===== src/core/edge_timestamp_capture_pkg.sv =====
// Constants shared by the edge timestamp capture channel and its testbench.
// Assumes an APB slave with 32-bit data; registers sit in the low bits of each word.
package edge_timestamp_capture_pkg;
  // Register byte addresses.
  localparam logic [11:0] ctrl_addr = 12'h000;
  localparam logic [11:0] fifo_addr = 12'h004;
  localparam logic [11:0] power_addr = 12'h008;
  // Control word field positions.
  localparam int mode_lsb = 0;
  localparam int bne_bit = 3;
  localparam int ovf_bit = 4;
  localparam int epi_lsb = 5;
  localparam int tsel_bit = 7;
  localparam int idle_bit = 13;
  // Power state register bits.
  localparam int pwr_idle_bit = 0;
  localparam int pwr_sleep_bit = 1;
  // Reset values.
  localparam logic [15:0] ctrl_reset = 16'h0000;
  // Mode encodings.
  localparam logic [2:0] mode_off = 3'h0;
  localparam logic [2:0] mode_both = 3'h1;
  localparam logic [2:0] mode_fall = 3'h2;
  localparam logic [2:0] mode_rise = 3'h3;
  localparam logic [2:0] mode_div4 = 3'h4;
  localparam logic [2:0] mode_div16 = 3'h5;
  localparam logic [2:0] mode_unused = 3'h6;
  localparam logic [2:0] mode_wake = 3'h7;
  // Prescale terminal counts (count minus one).
  localparam logic [3:0] div4_last = 4'h3;
  localparam logic [3:0] div16_last = 4'hf;
  // Reads needed to clear an overrun.
  localparam logic [2:0] ovf_clear_reads = 3'h4;
  // Timing: latency from pin edge to capture event, in pclk cycles.
  localparam int capture_latency_cycles = 2;
endpackage


===== src/core/capture_fifo.sv =====
// Four-entry shift FIFO of capture values, oldest at index 0.
// Assumes the parent pushes when full only together with a pop; push and pop may coincide.
`timescale 1ns/1ps
`default_nettype none
module capture_fifo #(
  parameter int width = 16,
  parameter int depth = 4
) (
  // Clock and reset
  input wire logic pclk,
  input wire logic presetn,
  // Control
  input wire logic flush,
  input wire logic push,
  input wire logic [width-1:0] push_data,
  input wire logic pop,
  // Status
  output logic [width-1:0] head,
  output logic [$clog2(depth+1)-1:0] count
);
  logic [width-1:0] mem_r [depth];
  logic [$clog2(depth+1)-1:0] count_r;
  logic do_pop;
  logic do_push;
  logic [$clog2(depth+1)-1:0] wr_idx;

  // A pop of an empty FIFO is ignored; a push lands behind what survives the pop.
  assign do_pop = pop && (count_r != '0);
  assign do_push = push && (count_r != depth[$clog2(depth+1)-1:0] || do_pop);
  assign wr_idx = do_pop ? count_r - 1'b1 : count_r;

  // Entries below the last shift forward on a pop; each takes new data at the write index.
  for (genvar i = 0; i < depth; i++)
  begin : g_ent
    always_ff @(posedge pclk or negedge presetn)
    begin
      if (!presetn)
        mem_r[i] <= '0;
      else if (do_push && int'(wr_idx) == i)
        mem_r[i] <= push_data;
      else if (do_pop && i < depth - 1)
        mem_r[i] <= mem_r[(i < depth - 1) ? i + 1 : i];
    end
  end

  // Occupancy count.
  always_ff @(posedge pclk or negedge presetn)
  begin
    if (!presetn)
      count_r <= '0;
    else if (flush)
      count_r <= '0;
    else
      count_r <= count_r + (do_push ? 1'b1 : 1'b0) - (do_pop ? 1'b1 : 1'b0);
  end

  assign head = mem_r[0];
  assign count = count_r;
endmodule // capture_fifo
`default_nettype wire


===== src/core/edge_timestamp_capture.sv =====
// One input capture channel with an APB register interface.
// Assumes the pin input, timebase counts and power states are synchronous to pclk.
// Summary of operation
// RL1 - Idle stop bit halts channel during idle
// RL2 - Timebase select: 1 first, 0 second counter
// RL3 - Events per interrupt field gives one to four
// RL4 - Overrun flag is read-only, shows overflow
// RL5 - Not-empty flag shows buffered data waiting
// RL6 - Modes 1,2,3: both, falling, rising edges
// RL7 - Modes 4,5: every fourth, sixteenth rise
// RL8 - Modes 0 and 6 are off
// RL9 - Mode 7: rising edge wakes only
// RL10 - Both-edge mode interrupts every event
// RL11 - Capture stores full 16-bit count
// RL12 - Software disables before changing mode
// RL13 - Event two cycles after pin edge
// RL14 - Four-deep FIFO, read oldest first
// RL15 - Unimplemented control bits read zero
// RL16 - Not-empty until all read; reads pop
// RL17 - Full capture dropped; overrun cleared by reads
// RL18 - Flags cleared on reset and disable
// RL19 - Overrun blocks interrupts unless one per event
// RL20 - Counters reset while channel disabled
//
// The implementer's own choices: register access over APB and the placing of the registers.
`timescale 1ns/1ps
`default_nettype none
module edge_timestamp_capture #(
  parameter int count_width = 16,
  parameter int fifo_depth = 4
) (
  // APB clock and reset
  input wire logic pclk,
  input wire logic presetn,
  // APB slave
  input wire logic psel,
  input wire logic penable,
  input wire logic pwrite,
  input wire logic [11:0] paddr,
  input wire logic [31:0] pwdata,
  output logic [31:0] prdata,
  output logic pready,
  output logic pslverr,
  // Capture pin and timebases
  input wire logic capture_input_pin,
  input wire logic [count_width-1:0] first_timebase_count,
  input wire logic [count_width-1:0] second_timebase_count,
  // Event outputs
  output logic capture_irq,
  output logic wake_req
);
  logic [15:0] ctrl_r;
  logic [1:0] power_r;
  logic [1:0] pin_r;
  logic rise;
  logic fall;
  logic [3:0] pre_r;
  logic [1:0] epi_r;
  logic event_r;
  logic ovf_r;
  logic [2:0] ovf_reads_r;
  logic pop_cnt_pending;
  logic [31:0] prdata_r;
  logic pready_r;
  logic pslverr_r;
  logic irq_r;
  logic wake_r;
  logic [2:0] mode;
  logic idle_halt;
  logic enabled;
  logic trig;
  logic fifo_full;
  logic push;
  logic pop;
  logic setup;
  logic wr_ctrl;
  logic [count_width-1:0] head;
  logic [$clog2(fifo_depth+1)-1:0] count;
  logic [count_width-1:0] sel_count;
  logic epi_hit;

  assign mode = ctrl_r[edge_timestamp_capture_pkg::mode_lsb +: 3];
  assign idle_halt = ctrl_r[edge_timestamp_capture_pkg::idle_bit] &&
    power_r[edge_timestamp_capture_pkg::pwr_idle_bit]; // RL1
  assign enabled = (mode != edge_timestamp_capture_pkg::mode_off) &&
    (mode != edge_timestamp_capture_pkg::mode_unused) &&
    (mode != edge_timestamp_capture_pkg::mode_wake); // RL8
  assign setup = psel && !penable;
  assign wr_ctrl = setup && pwrite && paddr == edge_timestamp_capture_pkg::ctrl_addr;
  assign pop = setup && !pwrite && paddr == edge_timestamp_capture_pkg::fifo_addr; // RL16
  assign fifo_full = count == fifo_depth[$clog2(fifo_depth+1)-1:0];
  assign sel_count = ctrl_r[edge_timestamp_capture_pkg::tsel_bit] ?
    first_timebase_count : second_timebase_count; // RL2
  assign rise = pin_r[0] && !pin_r[1];
  assign fall = !pin_r[0] && pin_r[1];

  // Pin history: edge seen one cycle after the pin changes, event one cycle later.
  always_ff @(posedge pclk or negedge presetn)
  begin
    if (!presetn)
      pin_r <= 2'b00;
    else
      pin_r <= {pin_r[0], capture_input_pin};
  end

  // Edge qualification and prescaling per mode.
  always_comb
  begin
    trig = 1'b0;
    case (mode)
      edge_timestamp_capture_pkg::mode_both: trig = rise || fall; // RL6
      edge_timestamp_capture_pkg::mode_fall: trig = fall; // RL6
      edge_timestamp_capture_pkg::mode_rise: trig = rise; // RL6
      edge_timestamp_capture_pkg::mode_div4:
        trig = rise && pre_r == edge_timestamp_capture_pkg::div4_last; // RL7
      edge_timestamp_capture_pkg::mode_div16:
        trig = rise && pre_r == edge_timestamp_capture_pkg::div16_last; // RL7
      default: trig = 1'b0; // RL8 RL9
    endcase
    if (idle_halt)
      trig = 1'b0;
  end

  // Rising edge prescaler; restarts when the channel is off.
  always_ff @(posedge pclk or negedge presetn)
  begin
    if (!presetn)
      pre_r <= 4'h0;
    else if (!enabled)
      pre_r <= 4'h0; // RL20
    else if (rise && !idle_halt &&
      (mode == edge_timestamp_capture_pkg::mode_div4 ||
      mode == edge_timestamp_capture_pkg::mode_div16))
      pre_r <= trig ? 4'h0 : pre_r + 4'h1;
  end

  // Registered event so the capture lands two cycles after the pin edge.
  always_ff @(posedge pclk or negedge presetn)
  begin
    if (!presetn)
      event_r <= 1'b0;
    else
      event_r <= trig && enabled; // RL13
  end

  // A capture into a full FIFO is dropped unless a read frees a slot the same cycle.
  assign push = event_r && enabled && (!fifo_full || pop); // RL17

  capture_fifo #(
    .width(count_width),
    .depth(fifo_depth)
  ) u_fifo (
    .pclk(pclk),
    .presetn(presetn),
    .flush(!enabled), // RL18
    .push(push), // RL11 RL14
    .push_data(sel_count),
    .pop(pop),
    .head(head),
    .count(count)
  );

  // Overrun flag; ones-per-event and both-edge settings never raise it.
  assign pop_cnt_pending = pop && count != '0;
  always_ff @(posedge pclk or negedge presetn)
  begin
    if (!presetn)
    begin
      ovf_r <= 1'b0;
      ovf_reads_r <= 3'h0;
    end
    else if (!enabled)
    begin
      ovf_r <= 1'b0; // RL18
      ovf_reads_r <= 3'h0;
    end
    else if (event_r && fifo_full && !pop &&
      mode != edge_timestamp_capture_pkg::mode_both &&
      ctrl_r[edge_timestamp_capture_pkg::epi_lsb +: 2] != 2'b00)
    begin
      ovf_r <= 1'b1; // RL17
      ovf_reads_r <= 3'h0;
    end
    else if (ovf_r && pop_cnt_pending)
    begin
      // The fourth read after the overrun clears it.
      if (ovf_reads_r + 3'h1 == edge_timestamp_capture_pkg::ovf_clear_reads)
      begin
        ovf_r <= 1'b0; // RL17
        ovf_reads_r <= 3'h0;
      end
      else
        ovf_reads_r <= ovf_reads_r + 3'h1;
    end
  end

  // Events per interrupt counter; both-edge mode fires on every event.
  assign epi_hit = (mode == edge_timestamp_capture_pkg::mode_both) ||
    epi_r == ctrl_r[edge_timestamp_capture_pkg::epi_lsb +: 2]; // RL3 RL10
  always_ff @(posedge pclk or negedge presetn)
  begin
    if (!presetn)
      epi_r <= 2'b00;
    else if (!enabled)
      epi_r <= 2'b00; // RL20
    else if (event_r)
      epi_r <= epi_hit ? 2'b00 : epi_r + 2'b01;
  end

  // Interrupt pulse; an overrun blocks it only when grouping events.
  always_ff @(posedge pclk or negedge presetn)
  begin
    if (!presetn)
      irq_r <= 1'b0;
    else
      irq_r <= enabled && event_r && epi_hit &&
        !(ovf_r && ctrl_r[edge_timestamp_capture_pkg::epi_lsb +: 2] != 2'b00); // RL19
  end

  // Wake-up pulse on a rising edge while asleep or idle in mode seven.
  always_ff @(posedge pclk or negedge presetn)
  begin
    if (!presetn)
      wake_r <= 1'b0;
    else
      wake_r <= mode == edge_timestamp_capture_pkg::mode_wake && rise &&
        (power_r != 2'b00); // RL9
  end

  // Control and power registers; status bits and unused bits are not stored.
  always_ff @(posedge pclk or negedge presetn)
  begin
    if (!presetn)
    begin
      ctrl_r <= edge_timestamp_capture_pkg::ctrl_reset;
      power_r <= 2'b00;
    end
    else if (wr_ctrl)
      ctrl_r <= pwdata[15:0] & 16'h20e7; // RL15 RL4 RL5
    else if (setup && pwrite && paddr == edge_timestamp_capture_pkg::power_addr)
      power_r <= pwdata[1:0];
  end

  // APB answer: ready in the access cycle, zero wait states.
  always_ff @(posedge pclk or negedge presetn)
  begin
    if (!presetn)
    begin
      prdata_r <= 32'h0000_0000;
      pready_r <= 1'b0;
      pslverr_r <= 1'b0;
    end
    else
    begin
      pready_r <= setup;
      pslverr_r <= setup && paddr != edge_timestamp_capture_pkg::ctrl_addr &&
        paddr != edge_timestamp_capture_pkg::fifo_addr &&
        paddr != edge_timestamp_capture_pkg::power_addr;
      prdata_r <= 32'h0000_0000;
      if (setup && !pwrite)
        case (paddr)
          edge_timestamp_capture_pkg::ctrl_addr:
            prdata_r <= {16'h0000, ctrl_r[15:5], ovf_r, count != '0, ctrl_r[2:0]}; // RL5 RL4
          edge_timestamp_capture_pkg::fifo_addr:
            prdata_r <= {16'h0000, head}; // RL14
          edge_timestamp_capture_pkg::power_addr:
            prdata_r <= {30'h0, power_r};
          default: prdata_r <= 32'h0000_0000;
        endcase
    end
  end

  assign prdata = prdata_r;
  assign pready = pready_r;
  assign pslverr = pslverr_r;
  assign capture_irq = irq_r;
  assign wake_req = wake_r;
endmodule // edge_timestamp_capture
`default_nettype wire


===== config.mk =====
export PLATFORM = sky130hd
export DESIGN_NAME = edge_timestamp_capture
export DESIGN_NICKNAME = d
export VERILOG_FILES = /design/src/core/edge_timestamp_capture_pkg.sv /design/src/core/capture_fifo.sv /design/src/core/edge_timestamp_capture.sv
export SDC_FILE = /design/constraint.sdc
export NUM_CORES = 1
export LEC_CHECK = 0
export BUFFER_PORTS_ARGS = -buffer_cell sky130_fd_sc_hd__buf_2
export CORE_MARGIN = 2
export CORE_UTILIZATION = 55
export DETAILED_ROUTE_END_ITERATION = 16
export PLACE_DENSITY_LB_ADDON = 0.12
export SKIP_CTS_REPAIR_TIMING = 1
export SYNTH_ARGS = -nofsm -noshare
export SYNTH_HDL_FRONTEND = slang
export SYNTH_SLANG_ARGS = --single-unit

===== constraint.sdc =====
create_clock -name pclk -period 4.6 [get_ports pclk]
set_input_delay 0 -clock pclk [delete_from_list [all_inputs] [get_ports pclk]]
set_output_delay 0 -clock pclk [all_outputs]
set_load 0.005 [all_outputs]

# == Yosys cells after proc, flatten, opt, wreduce, memory -nomap -nowiden ==
# Index checks and enable logic that the tools add are counted.
# word_totals
reg_bits,125
out_inout_bits,36
elab_cells,142
# op_classes
n_addsub,6
n_eq_ne,26
muxes,29
bitwise_logic,1
n_reduce_logical,62
# ops
op,count
two-way mux 16 bit,8
case mux 16 bit (3 select lines),1
logical AND 1 bit,37
"equality test 3 bit, second input constant",7
two-way mux 3 bit,6
"equality test 12 x 3 -> 1 bit, second input constant",1
"equality test 12 x 4 -> 1 bit, second input constant",1
zero test 12 bit,1
two-way mux 4 bit,3
"!= test 12 x 3 -> 1 bit, second input constant",1
"!= test 12 x 4 -> 1 bit, second input constant",1
nonzero test 12 bit,1
nonzero test 2 bit,5
"equality test 3 x 2 -> 1 bit, second input constant",3
"!= test 3 x 1 -> 1 bit, second input constant",3
"!= test 3 bit, second input constant",3
zero test 1 bit,8
two-way mux 1 bit,7
two-way mux 2 bit,3
nonzero test 3 bit,2
logical OR 1 bit,5
case mux 1 bit (5 select lines),1
"adder 4 x 1 -> 4 bit, second input constant",1
"equality test 4 x 2 -> 1 bit, second input constant",1
13 further kinds,14

# == Depth between registers and ports, before layout ==
# depth
depth_word,11
depth_mapped,14
mapped_depth_nobuf,11

# == Cells and area by module ==
# From an unflattened synthesis, not the netlist that was laid out.
# hier_totals
cells_unflattened,465
area_unflattened_um2,5916.9
# modules_own_cells
module,n_inst,cells_per_inst,area_each_um2
capture_fifo,1,240,3602.2
edge_timestamp_capture,1,225,2314.7

# == Least setup slack after synthesis ==
# Ideal clock, no wire load.
# synth_path
path_type,register -> register
start,"reg u_fifo.count_r[0], in the netlist u_fifo.count[0]"
end,"reg u_fifo.count_r[2], in the netlist u_fifo.count[2]"
setup_ns,0.121
arrival_time_ns,2.709
required_ns,4.479
path_slack_ns,1.770
path_stages_with_launch,15
n_path_buf,3
synth_period_minus_slack_ns,2.830
cell_sequence,dfrtp_1 > inv_1 > ha_1 > nand2b_1 > clkbuf_1 > and2_1 > clkbuf_1 > buf_2 > xnor2_1 > ha_1 > inv_1 > fa_1 > xor2_1 > xnor2_1 > nor2_1
# synth_via
elab_chain_cells,9
# synth_lines
element,line_no,text
"start, declared",capture_fifo.sv:22,logic [$clog2(depth+1)-1:0] count_r;
"start signal, assigned",capture_fifo.sv:54,count_r <= count_r + (do_push ? 1'b1 : 1'b0) - (do_pop ? 1'b1 : 1'b0);
equality test 3 bit,edge_timestamp_capture.sv:91,assign fifo_full = count == fifo_depth[$clog2(fifo_depth+1)-1:0];
zero test 1 bit,edge_timestamp_capture.sv:147,assign push = event_r && enabled && (!fifo_full || pop);
logical OR 1 bit,edge_timestamp_capture.sv:147,
logical AND 1 bit,edge_timestamp_capture.sv:147,
logical AND 1 bit,capture_fifo.sv:29,assign do_push = push && (count_r != depth[$clog2(depth+1)-1:0] || do_pop);
two-way mux 1 bit,capture_fifo.sv:54,
adder 3 bit,capture_fifo.sv:54,
subtractor 3 bit *,capture_fifo.sv:54,
two-way mux 3 bit *,capture_fifo.sv:51,else if (flush)
# Mark *: on every way between the ends. The rest lies on a longest branch, timed or not.
# A chain may end at the register's enable or synchronous reset.

# == Worst setup path in the final report ==
# layout_path
start,in paddr[3]
end,reg u_fifo.mem_r (netlist bit u_fifo.head[9])
# layout_via
elab_chain_cells,7
# layout_lines
element,line_no,text
"start, declared",edge_timestamp_capture.sv:39,"input wire logic [11:0] paddr,"
equality test 12 x 3 -> 1 bit *,edge_timestamp_capture.sv:90,assign pop = setup && !pwrite && paddr == edge_timestamp_capture_pkg::fifo_addr;
logical AND 1 bit *,edge_timestamp_capture.sv:90,
logical AND 1 bit or logical OR 1 bit (tied branches),"capture_fifo.sv:28, edge_timestamp_capture.sv:147",
"two-way mux 3 bit, or another cell as far along",capture_fifo.sv:30,assign wr_idx = do_pop ? count_r - 1'b1 : count_r;
zero test 3 bit or logical AND 1 bit (tied branches),"capture_fifo.sv:39, capture_fifo.sv:29",
logical AND 1 bit,capture_fifo.sv:39,else if (do_push && int'(wr_idx) == i)
two-way mux 16 bit or nonzero test 2 bit (tied branches),-,
"end signal, assigned by index",capture_fifo.sv:40,mem_r[i] <= push_data;
"end signal, assigned by index",capture_fifo.sv:42,mem_r[i] <= mem_r[(i < depth - 1) ? i + 1 : i];
"end, declared",capture_fifo.sv:21,logic [width-1:0] mem_r [depth];
# Marks and branches as above.

==> metrics.md <==
| Metric | Value |
|---|---|
| WP data required | `4890 ps` |
| Synth Cell Area | `5560 µm²` |
| Worst-path cell chain | `dlygate4sd3_1 -> buf_2 -> nor3b_1 -> and4_1 -> a211o_1 -> a22o_1 -> mux2i_1` |
| P_leak | `2.85 nW` |
| Slowest-stage cell, CP | `a22o_1` |
| Core area | `9770 µm²` |
| GRT Max-Usage Layer | `met2` |
| H-tree levels | `3` |
| Post-synth EDFFs | `0` |
| Max Cap Viol | `0` |
| Syn-to-layout area delta | `13.5%` |
| Status | `finished, violations left` |
| Finished Layout Cells | `687` |
| Clock group share of total power | `31.3%` |
| Via density per instance | `5.34` |
| Grt ovf | `0` |
| Clk slew on worst S/H paths | `120 ps` |
| Setup violators final | `0` |
| Worst VDD drop | `0.176 mV` |
| Layout cells sized above 1 | `20.4%` |
| Hold slack | `-36.4 ps` |
| Failing checks | `hold timing` |
| Met1 Usage GRT | `27.0%` |
| Switch share | `27.9%` |
| Power per cell area | `288 nW/µm²` |
| Met3 Use GR | `4.43%` |
| Die Area | `10900 µm²` |
| Post-synth ARST share | `100%` |
| Seq/Total Area, Yosys | `49.1%` |
| Post-DP HPWL | `7240 µm` |
| Gr usage total | `20.3%` |
| Sequential share of power | `57.4%` |
| Minimum clock period | `2970 ps` |
| Clk Latency, worst-skew pair | `390 ps` |
| Vias in the first global route | `3562` |
| Mean routed wirelength per cell | `15.7 µm` |
| Iteration-0 DRC Markers | `105` |
| Met2 Track Usage GR | `34.2%` |
| Arrival @ worst endpoint | `3260 ps` |
| Final Net Count | `640` |
| NetSw | `0.507 mW` |
| Mean post-synth cell area | `12.0 µm²` |
| PortBufs | `76` |
| Total CTS buffers | `9` |
| CP delay by family, top | `compound AO/OA/AOI/OAI gates` |
| Setup TNS | `0 ps` |
| Clock sink total | `109` |
| First-pass GRT wire length | `17700 µm` |
| Root Buffer Master | `clkbuf_8` |
| Measured slew at the worst slew-check pin | `1130 ps` |
| Fmax | `337 MHz` |
| Routed WL | `10800 µm` |
| Slew Limit Fails | `0` |
| Ant. Diodes | `0` |
| Placed insts | `651` |
| Initial Util | `56.9%` |
| DRT antenna net count | `0` |
| Final Hold Viols | `26` |
| Crit path capture type | `register` |
| Yosys warns | `0` |
| Yosys reg bits | `109` |
| IO Pins | `118` |
| Netlist cell types | `51` |
| CTS tree | `built` |
| Max-slew headroom | `24.9%` |
| Largest net degree at the start of global routing | `73` |
| Die width | `105 µm` |
| Most common flop cell mapped by yosys | `dfrtp_1` |
| Clock Path Buffers | `2` |
| Slowest Stage Delay on Critical Path | `960 ps` |
| Die height | `105 µm` |
| Clock Skews | `17.2 ps` |
| Hold Crit Class | `in -> reg` |
| Setup WS pre-CTS | `1580 ps` |
| Max FO, Critical Path | `21` |
| Bufs and invs on worst path | `2` |
| Internal cell power | `1.31 mW` |
| Gpl congestion | `0.791` |
| Vias | `3672` |
| Crit path kind | `in -> reg` |
| Initial antenna violation count | `0` |
| Period utilisation layout | `64.5%` |
| Core Util, Final | `64.6%` |
| Post-route setup slack | `1630 ps` |
| Row count | `36` |
| Synthesized instance count | `462` |
| DRC Markers | `0` |
| Gate power share | `11.4%` |
| RSZ-0062 raised after global routing | `no` |
| Pre-Repair DR Iteration Count | `4` |
| Critical Path Source Type | `input pin` |
flip-flops by register name, indices dropped and copies added, names as in the netlist:
name,cells
u_fifo.mem_r,48
capture_irq,1
u_fifo.count,3
pre_r,4
pin_r,2
u_fifo.head,16
pready,1
ovf_r,1
ovf_reads_r,3
prdata,16
ctrl_r,7
wake_req,1
event_r,1
epi_r,2
power_r,2
pslverr,1
per-layer routing:
layer  vias to the layer above  share of wire, %
li1                       1765                 -
met1                      1805                45
met2                        90                50
met3                        12               3.8
met4                         0               1.1
met5                         -                 0
metrics by stage:
stage	area [µm²]	hold WS [ps]	power [mW]
detailed placement	5920	117	1.25
global route	6310	4.97	1.91
CTS	6110	-288	1.82
finish	6310	-36.4	1.81
floorplan	5620	-296	1.19
global placement	5920	111	1.24
power by group through the flow:
stage                     clock network [mW]  logic (mW)  registers, mW
after floorplan                            0       0.138           1.05
after global placement                     0       0.186           1.06
after detailed placement                   0       0.195           1.06
after CTS                              0.583       0.195           1.04
after global routing                   0.623       0.235           1.05
final                                  0.567       0.206           1.04
worst register-to-register path: cells and delay by family, from the launching register on:
family | cells | cell delay, ps
AO/OA/AOI/OAI | 2 | 1250
AND/OR/NAND/NOR | 2 | 600
flip-flops | 1 | 510
multiplexers | 1 | 280
final cells by class:
| type | instances | area, µm² |
|---|---|---|
| Clock buffer | 9 | 124 |
| Fill cell | 765 | 3460 |
| Multi-Input combinational cell | 304 | 2530 |
| Inverter | 27 | 101 |
| Tap cell | 133 | 166 |
| Sequential cell | 109 | 2730 |
| Clock inverter | 7 | 67.6 |
| Timing Repair Buffer | 98 | 598 |
Yosys cell counts, types with 2 or more instances:
master	n	area share, %
mux2i_1	136	24
dfrtp_1	109	49
inv_1	27	1.8
nor2_1	22	1.5
buf_4	17	2.3
nand2_1	14	0.95
a21oi_1	13	1.2
and2_1	9	1.0
ha_1	8	1.8
mux2_2	8	1.6
o21ai_0	8	0.72
buf_6	7	1.4
nand3_1	7	0.63
buf_2	6	0.54
clkbuf_1	6	0.41
a211o_1	5	0.79
nand2b_1	5	0.56
or4_1	4	0.54
xnor2_1	4	0.63
a22o_1	3	0.47
a22oi_4	3	1.1
nor3_1	3	0.27
nor4_1	3	0.34
and4_1	2	0.32
nand4_1	2	0.22
nand4b_1	2	0.32
nor2b_1	2	0.22
nor3b_1	2	0.27
nor4_2	2	0.45
xor2_1	2	0.32
cell families after synthesis:
kind of cell	share of synthesized area, %
multiplexers	26.1
flip-flops	49.1
AND/OR/NAND/NOR	9.86
buffers and inverters	6.55
AO/OA/AOI/OAI	5.27
adder cells (fa/ha/maj)	2.16
XOR/XNOR	0.945
other	0.0674
layout by cell type (no fill, tap or decap), types with 4 or more instances in the layout:
cell,synthesis,routed
buf_2,6,75
ha_1,8,8
o21ai_0,8,8
xnor2_1,4,4
dlygate4sd3_1,0,20
nand3_1,7,7
conb_1,1,16
mux2_2,8,8
mux2i_1,136,136
nand2b_1,5,5
or4_1,4,4
a211o_1,5,5
inv_1,27,27
clkbuf_8,0,9
nand2_1,14,14
and2_1,9,8
a21oi_1,13,13
nor2_1,22,22
dfrtp_1,109,109
final timing paths:
kind / from / slack [ps] / cells past startpoint / end
max: paddr[3] / 1630 / 7 / u_fifo.head[9]
min: second_timebase_count[14] / -40 / 3 / u_fifo.head[14]
max reg2reg: ctrl_r[1] / 1880 / 5 / u_fifo.head[9]
max in group asynchronous: presetn / 3260 / 3 / u_fifo.head[6]
min in group asynchronous: presetn / 290 / 2 / power_r[0]
min reg2reg: pin_r[0] / 450 / 0 / pin_r[1]
Power figures use the tool's default switching activity.
